**config.mk**
```make
export PLATFORM = sky130hd
export DESIGN_NAME = cte_top
export DESIGN_NICKNAME = d
export VERILOG_FILES = /design/src/core/cte_pkg.sv /design/src/core/cte_top.sv
export VERILOG_INCLUDE_DIRS = /design/src /design/src/core
export SDC_FILE = /design/constraint.sdc
export NUM_CORES = 1
export LEC_CHECK = 0
export BUFFER_PORTS_ARGS = -buffer_cell sky130_fd_sc_hd__buf_2
export CAP_MARGIN = 15
export CORE_MARGIN = 2
export CORE_UTILIZATION = 50
export CTS_CLUSTER_SIZE = 24
export DETAILED_ROUTE_END_ITERATION = 7
export MAX_ROUTING_LAYER = met4
export PLACE_DENSITY = 0.77
export SLEW_MARGIN = 30
export SYNTH_ARGS = -nofsm -noshare
export SYNTH_HDL_FRONTEND = slang
export SYNTH_SLANG_ARGS = --single-unit
```
**constraint.sdc**
```tcl
create_clock -name CLK -period 1.56 [get_ports CLK]
set_clock_uncertainty 0.05 [all_clocks]
set_input_delay 0.156 -clock CLK [delete_from_list [all_inputs] [get_ports CLK]]
set_output_delay 0.156 -clock CLK [all_outputs]
set_load 0.01 [all_outputs]
```
**src/core/cte_cfg.svh**
```systemverilog
// constants for the ccm task and event control block
// Function
// [RULE1] key-stream task starts generation, self-terminating
// [RULE2] crypt task starts crypt, self-terminating
// [RULE3] halt task stops running crypt operation
// [RULE4] speed task substitutes override rate into mode
// [RULE5] key-stream done flag set on completion
// [RULE6] crypt done flag set on completion
// [RULE7] one-bit deprecated fault flag readable
// [RULE8] long-frame length sets generated key-stream
// [RULE9] override rate register holds substitute rate
// [RULE10] memory accesses finished before done events
// [RULE11] interrupt set register enables, zero ignored
// [RULE12] software clears flag by writing zero
`ifndef CTE_CFG_SVH
`define CTE_CFG_SVH
`define CTE_OFF_KS_TASK 12'h000
`define CTE_OFF_CRYPT_TASK 12'h004
`define CTE_OFF_HALT_TASK 12'h008
`define CTE_OFF_SPEED_TASK 12'h00c
`define CTE_OFF_KS_EVENT 12'h100
`define CTE_OFF_CRYPT_EVENT 12'h104
`define CTE_OFF_FAULT_EVENT 12'h108
`define CTE_OFF_INT_SET 12'h304
`define CTE_OFF_INT_CLR 12'h308
`define CTE_OFF_LONG_LEN 12'h518
`define CTE_OFF_OVR_SPEED 12'h51c
`define CTE_OFF_MODE_CTRL 12'h520
`define CTE_OFF_INT_STATUS 12'h524
`define CTE_BIT_TRIGGER 0
`define CTE_BIT_FLAG 0
`define CTE_BIT_INT_KS 0
`define CTE_BIT_INT_CRYPT 1
`define CTE_BIT_INT_FAULT 2
`define CTE_BIT_MODE_LONG 0
`define CTE_BIT_MODE_SPEED_LO 4
`define CTE_RST_LONG_LEN 32'h0000_0000
`define CTE_RST_OVR_SPEED 32'h0000_0000
`define CTE_RST_MODE 32'h0000_0000
`define CTE_RST_WORD 32'h0000_0000
`define CTE_SHORT_KS_LEN 32'h0000_001b
`define CTE_INT_W 3
`define CTE_ZERO_INT 3'h0
`endif

```
**src/core/cte_pkg.sv**
```systemverilog
// types for the ccm task and event control block
package cte_pkg;
  typedef enum logic [1:0] {
    CTE_IDLE = 2'b00,
    CTE_RUN = 2'b01,
    CTE_DRAIN = 2'b11
  } cte_op_state_type;

  typedef struct packed {
    logic ks_fin;
    logic crypt_fin;
    logic mem_idle;
    logic fault;
  } cte_dp_in_type;

  typedef struct packed {
    logic ks_run;
    logic crypt_run;
    logic [31:0] ks_len;
    logic [3:0] speed;
  } cte_dp_out_type;
endpackage : cte_pkg

```
**src/core/cte_top.sv**
```systemverilog
// ccm task and event control with apb register slave
`timescale 1ns/1ps
`include "cte_cfg.svh"
module cte_top #(
  parameter int SPEED_W = 4
) (
  input wire logic CLK,
  input wire logic RESET,
  input wire logic PSEL,
  input wire logic PENABLE,
  input wire logic PWRITE,
  input wire logic [11:0] PADDR,
  input wire logic [31:0] PWDATA,
  output logic [31:0] PRDATA,
  output logic PREADY,
  output logic PSLVERR,
  input cte_pkg::cte_dp_in_type DP_IN,
  output cte_pkg::cte_dp_out_type DP_OUT,
  output logic IRQ
);
  import cte_pkg::*;

  function automatic logic hit(input logic [11:0] a, input logic [11:0] off);
    hit = (a == off);
  endfunction : hit

  function automatic logic mapped(input logic [11:0] a);
    mapped = hit(a, `CTE_OFF_KS_TASK) || hit(a, `CTE_OFF_CRYPT_TASK) || hit(a, `CTE_OFF_HALT_TASK)
      || hit(a, `CTE_OFF_SPEED_TASK) || hit(a, `CTE_OFF_KS_EVENT) || hit(a, `CTE_OFF_CRYPT_EVENT)
      || hit(a, `CTE_OFF_FAULT_EVENT) || hit(a, `CTE_OFF_INT_SET) || hit(a, `CTE_OFF_INT_CLR)
      || hit(a, `CTE_OFF_LONG_LEN) || hit(a, `CTE_OFF_OVR_SPEED) || hit(a, `CTE_OFF_MODE_CTRL)
      || hit(a, `CTE_OFF_INT_STATUS);
  endfunction : mapped

  logic setup_ph;
  logic wr_acc;
  logic trig;
  logic ks_go;
  logic crypt_go;
  logic halt_go;
  logic speed_go;
  logic ks_fin_r;
  logic crypt_fin_r;
  cte_op_state_type ks_state_r;
  cte_op_state_type crypt_state_r;
  logic ev_ks_r;
  logic ev_crypt_r;
  logic ev_fault_r;
  logic [`CTE_INT_W-1:0] int_en_r;
  logic [`CTE_INT_W-1:0] ev_vec;
  logic [31:0] long_len_r;
  logic [31:0] ovr_speed_r;
  logic [31:0] mode_r;
  logic speed_sub_r;
  logic [31:0] prdata_nxt;
  cte_dp_out_type dp_out_nxt;

  // apb decode: zero wait states, error on unmapped address
  assign setup_ph = PSEL && !PENABLE;
  assign wr_acc = PSEL && PENABLE && PWRITE && mapped(PADDR);
  assign PREADY = 1'b1;
  assign PSLVERR = PSEL && PENABLE && !mapped(PADDR);
  assign trig = wr_acc && PWDATA[`CTE_BIT_TRIGGER];
  assign ks_go = trig && hit(PADDR, `CTE_OFF_KS_TASK);
  assign crypt_go = trig && hit(PADDR, `CTE_OFF_CRYPT_TASK);
  assign halt_go = trig && hit(PADDR, `CTE_OFF_HALT_TASK);
  assign speed_go = trig && hit(PADDR, `CTE_OFF_SPEED_TASK);
  assign ev_vec = {ev_fault_r, ev_crypt_r, ev_ks_r};

  // key-stream operation runs until the datapath finishes and memory drains
  always_ff @(posedge CLK) begin
    if (RESET) begin
      ks_state_r <= CTE_IDLE;
    end else begin
      case (ks_state_r)
        CTE_IDLE: begin
          if (ks_go) begin
            ks_state_r <= CTE_RUN; // [RULE1]
          end
        end
        CTE_RUN: begin
          if (DP_IN.ks_fin) begin
            ks_state_r <= CTE_DRAIN; // [RULE1]
          end
        end
        CTE_DRAIN: begin
          if (DP_IN.mem_idle) begin
            ks_state_r <= CTE_IDLE; // [RULE10]
          end
        end
        default: ks_state_r <= CTE_IDLE;
      endcase
    end
  end

  // crypt operation; halt aborts it without a done event
  always_ff @(posedge CLK) begin
    if (RESET) begin
      crypt_state_r <= CTE_IDLE;
    end else begin
      case (crypt_state_r)
        CTE_IDLE: begin
          if (crypt_go) begin
            crypt_state_r <= CTE_RUN; // [RULE2]
          end
        end
        CTE_RUN: begin
          if (halt_go) begin
            crypt_state_r <= CTE_IDLE; // [RULE3]
          end else if (DP_IN.crypt_fin) begin
            crypt_state_r <= CTE_DRAIN; // [RULE2]
          end
        end
        CTE_DRAIN: begin
          if (halt_go) begin
            crypt_state_r <= CTE_IDLE; // [RULE3]
          end else if (DP_IN.mem_idle) begin
            crypt_state_r <= CTE_IDLE; // [RULE10]
          end
        end
        default: crypt_state_r <= CTE_IDLE;
      endcase
    end
  end

  // completion strobes, raised only once memory is idle
  always_ff @(posedge CLK) begin
    if (RESET) begin
      ks_fin_r <= 1'b0;
      crypt_fin_r <= 1'b0;
    end else begin
      ks_fin_r <= (ks_state_r == CTE_DRAIN) && DP_IN.mem_idle; // [RULE10]
      crypt_fin_r <= (crypt_state_r == CTE_DRAIN) && DP_IN.mem_idle && !halt_go; // [RULE10]
    end
  end

  // event flags: hardware set wins over a software write of zero
  always_ff @(posedge CLK) begin
    if (RESET) begin
      ev_ks_r <= 1'b0;
      ev_crypt_r <= 1'b0;
      ev_fault_r <= 1'b0;
    end else begin
      if (ks_fin_r) begin
        ev_ks_r <= 1'b1; // [RULE5]
      end else if (wr_acc && hit(PADDR, `CTE_OFF_KS_EVENT)) begin
        ev_ks_r <= PWDATA[`CTE_BIT_FLAG]; // [RULE12]
      end
      if (crypt_fin_r) begin
        ev_crypt_r <= 1'b1; // [RULE6]
      end else if (wr_acc && hit(PADDR, `CTE_OFF_CRYPT_EVENT)) begin
        ev_crypt_r <= PWDATA[`CTE_BIT_FLAG]; // [RULE12]
      end
      if (DP_IN.fault) begin
        ev_fault_r <= 1'b1; // [RULE7]
      end else if (wr_acc && hit(PADDR, `CTE_OFF_FAULT_EVENT)) begin
        ev_fault_r <= PWDATA[`CTE_BIT_FLAG]; // [RULE12]
      end
    end
  end

  // interrupt enables: write-one-to-set and write-one-to-clear
  always_ff @(posedge CLK) begin
    if (RESET) begin
      int_en_r <= `CTE_ZERO_INT;
    end else if (wr_acc && hit(PADDR, `CTE_OFF_INT_SET)) begin
      int_en_r <= int_en_r | PWDATA[`CTE_INT_W-1:0]; // [RULE11]
    end else if (wr_acc && hit(PADDR, `CTE_OFF_INT_CLR)) begin
      int_en_r <= int_en_r & ~PWDATA[`CTE_INT_W-1:0];
    end
  end

  always_ff @(posedge CLK) begin
    if (RESET) begin
      IRQ <= 1'b0;
    end else begin
      IRQ <= |(ev_vec & int_en_r);
    end
  end

  // configuration registers
  always_ff @(posedge CLK) begin
    if (RESET) begin
      long_len_r <= `CTE_RST_LONG_LEN;
      ovr_speed_r <= `CTE_RST_OVR_SPEED;
      mode_r <= `CTE_RST_MODE;
    end else if (wr_acc) begin
      if (hit(PADDR, `CTE_OFF_LONG_LEN)) begin
        long_len_r <= PWDATA; // [RULE8]
      end
      if (hit(PADDR, `CTE_OFF_OVR_SPEED)) begin
        ovr_speed_r <= PWDATA; // [RULE9]
      end
      if (hit(PADDR, `CTE_OFF_MODE_CTRL)) begin
        mode_r <= PWDATA;
      end
    end
  end

  // rate substitution lasts for the running crypt operation only
  always_ff @(posedge CLK) begin
    if (RESET) begin
      speed_sub_r <= 1'b0;
    end else if (crypt_state_r == CTE_IDLE) begin
      speed_sub_r <= 1'b0;
    end else if (speed_go) begin
      speed_sub_r <= 1'b1; // [RULE4]
    end
  end

  // datapath control outputs
  always_comb begin
    dp_out_nxt.ks_run = (ks_state_r == CTE_RUN);
    dp_out_nxt.crypt_run = (crypt_state_r == CTE_RUN);
    dp_out_nxt.ks_len = mode_r[`CTE_BIT_MODE_LONG] ? long_len_r : `CTE_SHORT_KS_LEN; // [RULE8]
    dp_out_nxt.speed = speed_sub_r ? ovr_speed_r[SPEED_W-1:0] // [RULE4]
      : mode_r[`CTE_BIT_MODE_SPEED_LO +: SPEED_W];
  end

  always_ff @(posedge CLK) begin
    if (RESET) begin
      DP_OUT <= '0;
    end else begin
      DP_OUT <= dp_out_nxt;
    end
  end

  // read mux; task registers read as zero
  always_comb begin
    prdata_nxt = `CTE_RST_WORD;
    case (PADDR)
      `CTE_OFF_KS_EVENT: prdata_nxt[`CTE_BIT_FLAG] = ev_ks_r; // [RULE5]
      `CTE_OFF_CRYPT_EVENT: prdata_nxt[`CTE_BIT_FLAG] = ev_crypt_r; // [RULE6]
      `CTE_OFF_FAULT_EVENT: prdata_nxt[`CTE_BIT_FLAG] = ev_fault_r; // [RULE7]
      `CTE_OFF_INT_SET: prdata_nxt[`CTE_INT_W-1:0] = int_en_r;
      `CTE_OFF_INT_CLR: prdata_nxt[`CTE_INT_W-1:0] = int_en_r;
      `CTE_OFF_LONG_LEN: prdata_nxt = long_len_r;
      `CTE_OFF_OVR_SPEED: prdata_nxt = ovr_speed_r;
      `CTE_OFF_MODE_CTRL: prdata_nxt = mode_r;
      `CTE_OFF_INT_STATUS: prdata_nxt[`CTE_INT_W-1:0] = ev_vec;
      default: prdata_nxt = `CTE_RST_WORD;
    endcase
  end

  always_ff @(posedge CLK) begin
    if (RESET) begin
      PRDATA <= `CTE_RST_WORD;
    end else if (setup_ph && !PWRITE) begin
      PRDATA <= prdata_nxt;
    end
  end
endmodule : cte_top

```
# Word level (Yosys, flattened, before mapping)
# Index checks and enable logic that the tools add are counted.
# op_classes
eq_ne	22
mux	22
n_bitwise	5
n_reduce_logical	52
# ops
cell	n
one-hot mux 29 bit (3 select lines)	1
equality test 12 x 11 -> 1 bit (second input constant)	4
equality test 12 x 9 -> 1 bit (second input constant)	3
equality test 12 x 10 -> 1 bit (second input constant)	2
equality test 12 x 4 -> 1 bit (second input constant)	2
logical AND 1 bit	19
2-to-1 mux 2 bit	7
equality test 12 x 3 -> 1 bit (second input constant)	1
logical NOT 12 bit	1
logical OR 1 bit	12
one-hot mux 2 bit (3 select lines)	2
one-hot mux 2 bit (5 select lines)	1
!= test 2 bit (second input constant)	4
nonzero test 2 bit	4
OR reduction 2 bit	4
one-hot mux 1 bit (7 select lines)	1
bitwise AND 3 bit	2
2-to-1 mux 1 bit	6
2-to-1 mux 3 bit	2
!= test 3 bit (second input constant)	2
AND reduction 2 bit	3
AND reduction 3 bit	2
2-to-1 mux 5 bit	1
equality test 2 x 1 -> 1 bit (second input constant)	2
other kinds (8)	13
# totals
regBits	180
in_bits	53
output_inout_bits	73
word_cells	120

# Logic depth before layout (Yosys ltp)
# logic_depth
word_depth	18
ltp_mapped	7
depth_no_buf	4

# Least setup slack after synthesis
# Ideal clock, no wire load.
# synth_timing
kind	input-to-reg
start	input PADDR[7]
end	register crypt_state_r[0]
arrival_time_ps	1438
path_slack_ps	-60
cell_stages	4
n_path_buf	0
cell_sequence	or4_4 > nor4_4 > mux2i_1 > a211oi_2
# synth_between
elab_chain_cells	18
word_cells_on_any_way	36
cone_classes	15 x eq/ne; 3 x mux; 18 x reduce/logical
# synth_rtl
element	line	rtl
start, declared	cte_top.sv:12	input wire logic [11:0] PADDR,
equality test 12 x 3 -> 1 bit / logical NOT 12 bit (equally long branches)	cte_top.sv:24	hit = (a == off);
logical OR 1 bit (12 in series)	cte_top.sv:28	mapped = hit(a, `CTE_OFF_KS_TASK) || hit(a, `CTE_OFF_CRYPT_TASK) || hit(a, `CTE_OFF_HALT_TASK)
logical AND 1 bit	cte_top.sv:60	assign wr_acc = PSEL && PENABLE && PWRITE && mapped(PADDR);
logical AND 1 bit	cte_top.sv:63	assign trig = wr_acc && PWDATA[`CTE_BIT_TRIGGER];
logical AND 1 bit (on tied branches)	cte_top.sv:66, cte_top.sv:65	
!= test 3 bit (no source line), or another cell as far along	--	
AND reduction 3 bit (no source line) / one-hot mux 2 bit (3 select lines) (equally long branches)	--	
end signal, assigned	cte_top.sv:99	crypt_state_r <= CTE_IDLE;
end signal, assigned	cte_top.sv:104	crypt_state_r <= CTE_RUN;
end signal, assigned	cte_top.sv:109	crypt_state_r <= CTE_IDLE;
end, declared	cte_top.sv:45	cte_op_state_type crypt_state_r;
# Parallel ways exist; a longest one is shown, timed or not.
# A chain may end at the register's enable or synchronous reset.

# Worst setup path in the final report
# layout_timing
start	input PADDR[0]
end	output PSLVERR
# layout_between
elab_chain_cells	15
word_cells_on_any_way	27
cone_classes	12 x eq/ne; 15 x reduce/logical
# layout_rtl
element	line	rtl
equality test 12 x 3 -> 1 bit / logical NOT 12 bit (equally long branches)	cte_top.sv:24	
logical OR 1 bit (11 in series)	cte_top.sv:28	
logical OR 1 bit (*)	cte_top.sv:28	
logical NOT 1 bit (*)	cte_top.sv:62	assign PSLVERR = PSEL && PENABLE && !mapped(PADDR);
logical AND 1 bit (*)	cte_top.sv:62	
end, declared	cte_top.sv:16	output logic PSLVERR,
# Mark *: on every way between the ends. The rest lies on a longest branch, timed or not.

==> flow_summary.toml <==
[outcome]
status = "finished clean"

[floorplan]
ios = 126
start_util_pct = 51.2
die_height_microns = 123
core_area_sq_um = 13900
die_width_microns = 123
rows = 43
die_area_sq_um = 15200

[final_layout]
nets = 1053
num_antenna_cells = 0
fin_area_sq_um = 9300
area_growth_pct = 30.3
layout-drive-gt1-share_pct = 22.3
finalNonFillerCells = 1193
utilization_pct = 66.7

[logic_synthesis]
synth_area_sq_um = 7130
synthMostInstantiatedCell = "dfxtp_1"
async_flop_share_pct = 0
yosysTopAreaCell = "dfxtp_1"
yosys-top-cells-count = "180 x dfxtp_1, 135 x a21oi_1, 101 x nand2_1"
syn_nets = 895
ys_warn_count = 0
synth.area.top_cells = "dfxtp_1 51%, a21oi_1 9.5%, o21ai_0 6.9%, mux2i_1 6.5%, nand2_1 5.3%"
synth_edf_count = 0
synth_seq_cells = 180
syn_inst = 842
avgSynthCellArea_sq_um = 8.47
synth_top_area_share_pct = 50.5
yosysSeqAreaShare_pct = 50.5
synth_cell_types = 50
synth-main-ff-cell = "dfxtp_1"

[route]
drtIter0Drc = 634
wl_met1_mm = 8.79
vias = 6665
dr.pass1.iters = 5
antenna_left = 0
route.met3.wl_mm = 1.26
via_per_inst = 5.59
wirelength_mm = 20.0
drt-wirelength-per-cell_microns = 16.7
drc = 0
highest-signal-layer = "met4"
dr_wl_met2_mm = 9.62

[power_and_ir_drop]
p_seq_share_pct = 47.0
peakVddDrop_mv = 1.29
intPower_mw = 7.58
clockPowerShare_pct = 47.3
swShare_pct = 22.5
p_total_mw = 9.79
pwr-share-comb_pct = 5.7
p_per_area_nw_per_um2 = 1050
p_sw_mw = 2.20
p_leak_nw = 3.56

[critical_path]
cp_top_family = "simple AND/OR/NAND/NOR gates"
path_class = "input pin to primary output"
cp.arrival_ns = 1.34
worstSetupStartpoint = "PADDR[0]"
cp_slowest_cell = "or4_4"
worst_setup_path_start_kind = "input pin"
worstPathRequired_ns = 1.35
crit_path_max_incr_delay_ns = 0.59
end_kind = "primary output"
cp_common_cell = "buf_2"
r2r_start = "ovr_speed_r[2]"
path_cells = "buf_2 -> or4_4 -> a211oi_4 -> nor3_2 -> buf_2"
critPathBufInv = 2
path_max_fanout = 4

[job]
maxCapViolCount = 0

[clock_tree]
htreeDepth = 4
clock_sinks = 180
numCtsBuffers = 17
clock_latency_ns = 0.44
cts.clk_slew.worst_paths_ns = 0.06
cts_tree = "yes"
clock-root-buffer = "clkbuf_16"
clock_path_buffers = 2

[global_routing]
grt_pass1_wl_mm = 31.6
antenna_found_initial = 0
grtUsageTotal_pct = 27.3
grt_pass1_vias = 6273
grt_max_degree = 65
overflow = 0

[place]
placed_cell_area_sq_um = 8230
hpwlAfterDp_mm = 12.2
globalplace.congestion = 0.919
port_buffers = 124
place_inst = 1120

[sta]
period_needed_ns = 1.55
setup_viol = 0
maxSlewViolCount = 0
post-route-period-util_pct = 99.1
hold_viol_final = 0
fmax_ghz = 0.647

[hold_path]
hold_path.class = "input pin to register"
hp-start = "PSEL"
[flip-flops by register name (all words and copies together) (netlist names), named ones only]
register	flops
DP_OUT	38
PRDATA	32
long_len_r	32
mode_r	32
ovr_speed_r	32
crypt_state_r	2
ks_state_r	2
IRQ	1
crypt_fin_r	1
ev_crypt_r	1
ev_fault_r	1
ev_ks_r	1
ks_fin_r	1
speed_sub_r	1
[through the flow]
step / setup TNS, ns / hold slack [ns] / setup slack (ns)
2_1_floorplan: -0.0195 / 0.228 / -0.00217
3_3_place_gp: -10.18 / 0.350 / -0.187
3_5_place_dp: -11.81 / 0.372 / -0.202
4_1_cts: 0 / 0.0787 / 0.00194
5_1_grt: -0.0234 / 0.126 / -0.0234
6_report: 0 / 0.106 / 0.0146
[tightest hold or removal path: stages]
cell,delay [ns]
buf_2,0.14
a21oi_4,0.10
nand2_1,0.07
o21ai_0,0.06
[cell families (layout without fill, tap and decap cells)]
kind of cell,count (synthesis),count (layout),share of synthesized area (%)
AOI/OAI and AO/OA,259,259,19.4
buffers and inverters,78,249,4.47
DFF,180,180,50.5
muxes,46,46,6.45
other,1,1,0.0526
and+or+nand+nor,278,278,19.1
[layout by cell type (no fill, tap or decap), types with 3 or more instances in the layout]
cell,synthesis,routed
o22ai_1,3,3
o21ai_0,98,98
nand4_1,4,4
nand2_1,101,101
dfxtp_1,180,180
mux2i_1,46,46
nor4b_1,3,3
inv_1,6,6
buf_2,18,121
a211oi_1,4,3
a31oi_1,3,3
nand3_1,68,68
a21oi_1,135,134
nand2b_1,7,7
inv_6,0,3
nor2_1,44,43
clkbuf_16,0,17
a22oi_1,4,4
dlygate4sd3_1,0,35
buf_12,0,13
bufinv_16,0,4
and2_1,29,29
buf_4,1,40
[cell type report]
| class | count | area, sq um |
|---|---|---|
| Clock buffer | 18 | 439 |
| Clock inverter | 14 | 200 |
| Fill cell | 1090 | 4640 |
| Inverter | 7 | 26.3 |
| Multi-Input combinational cell | 584 | 3280 |
| Sequential cell | 180 | 3600 |
| Tap cell | 180 | 225 |
| Timing Repair Buffer | 210 | 1530 |
[power groups by stage]
stage	Sequential [mW]	Clock (mW)	Combinational, mW
CTS	4.60	4.68	0.538
global placement	4.71	0	0.460
floorplan	4.71	0	0.212
global route	4.60	4.89	0.588
finish	4.60	4.62	0.558
detailed placement	4.71	0	0.460
[per-layer routing]
metal / GRT usage, % / vias to the layer above
met5: - / -
met3: 5.07 / 27
met4: 9.23 / 0
li1: - / 3246
met2: 43.5 / 232
met1: 35.0 / 3160
[path summary, 6_finish.rpt]
check | to | slack [ns] | cells past startpoint
worst min register to register | PRDATA[1] | 0.40 | 2
worst max-delay path | PSLVERR | 0.01 | 5
worst max register to register | PRDATA[2] | 0.40 | 4
worst min-delay path | PRDATA[1] | 0.11 | 4
[what timing repair did]
action	in CTS	in global routing
buffers inserted	3	3
hold buffers	35	0
resized for setup	7	3
endpoints found under the hold margin	98	0
setup endpoints to repair	1	1
pin swaps	4	7
Power figures use the tool's default switching activity.
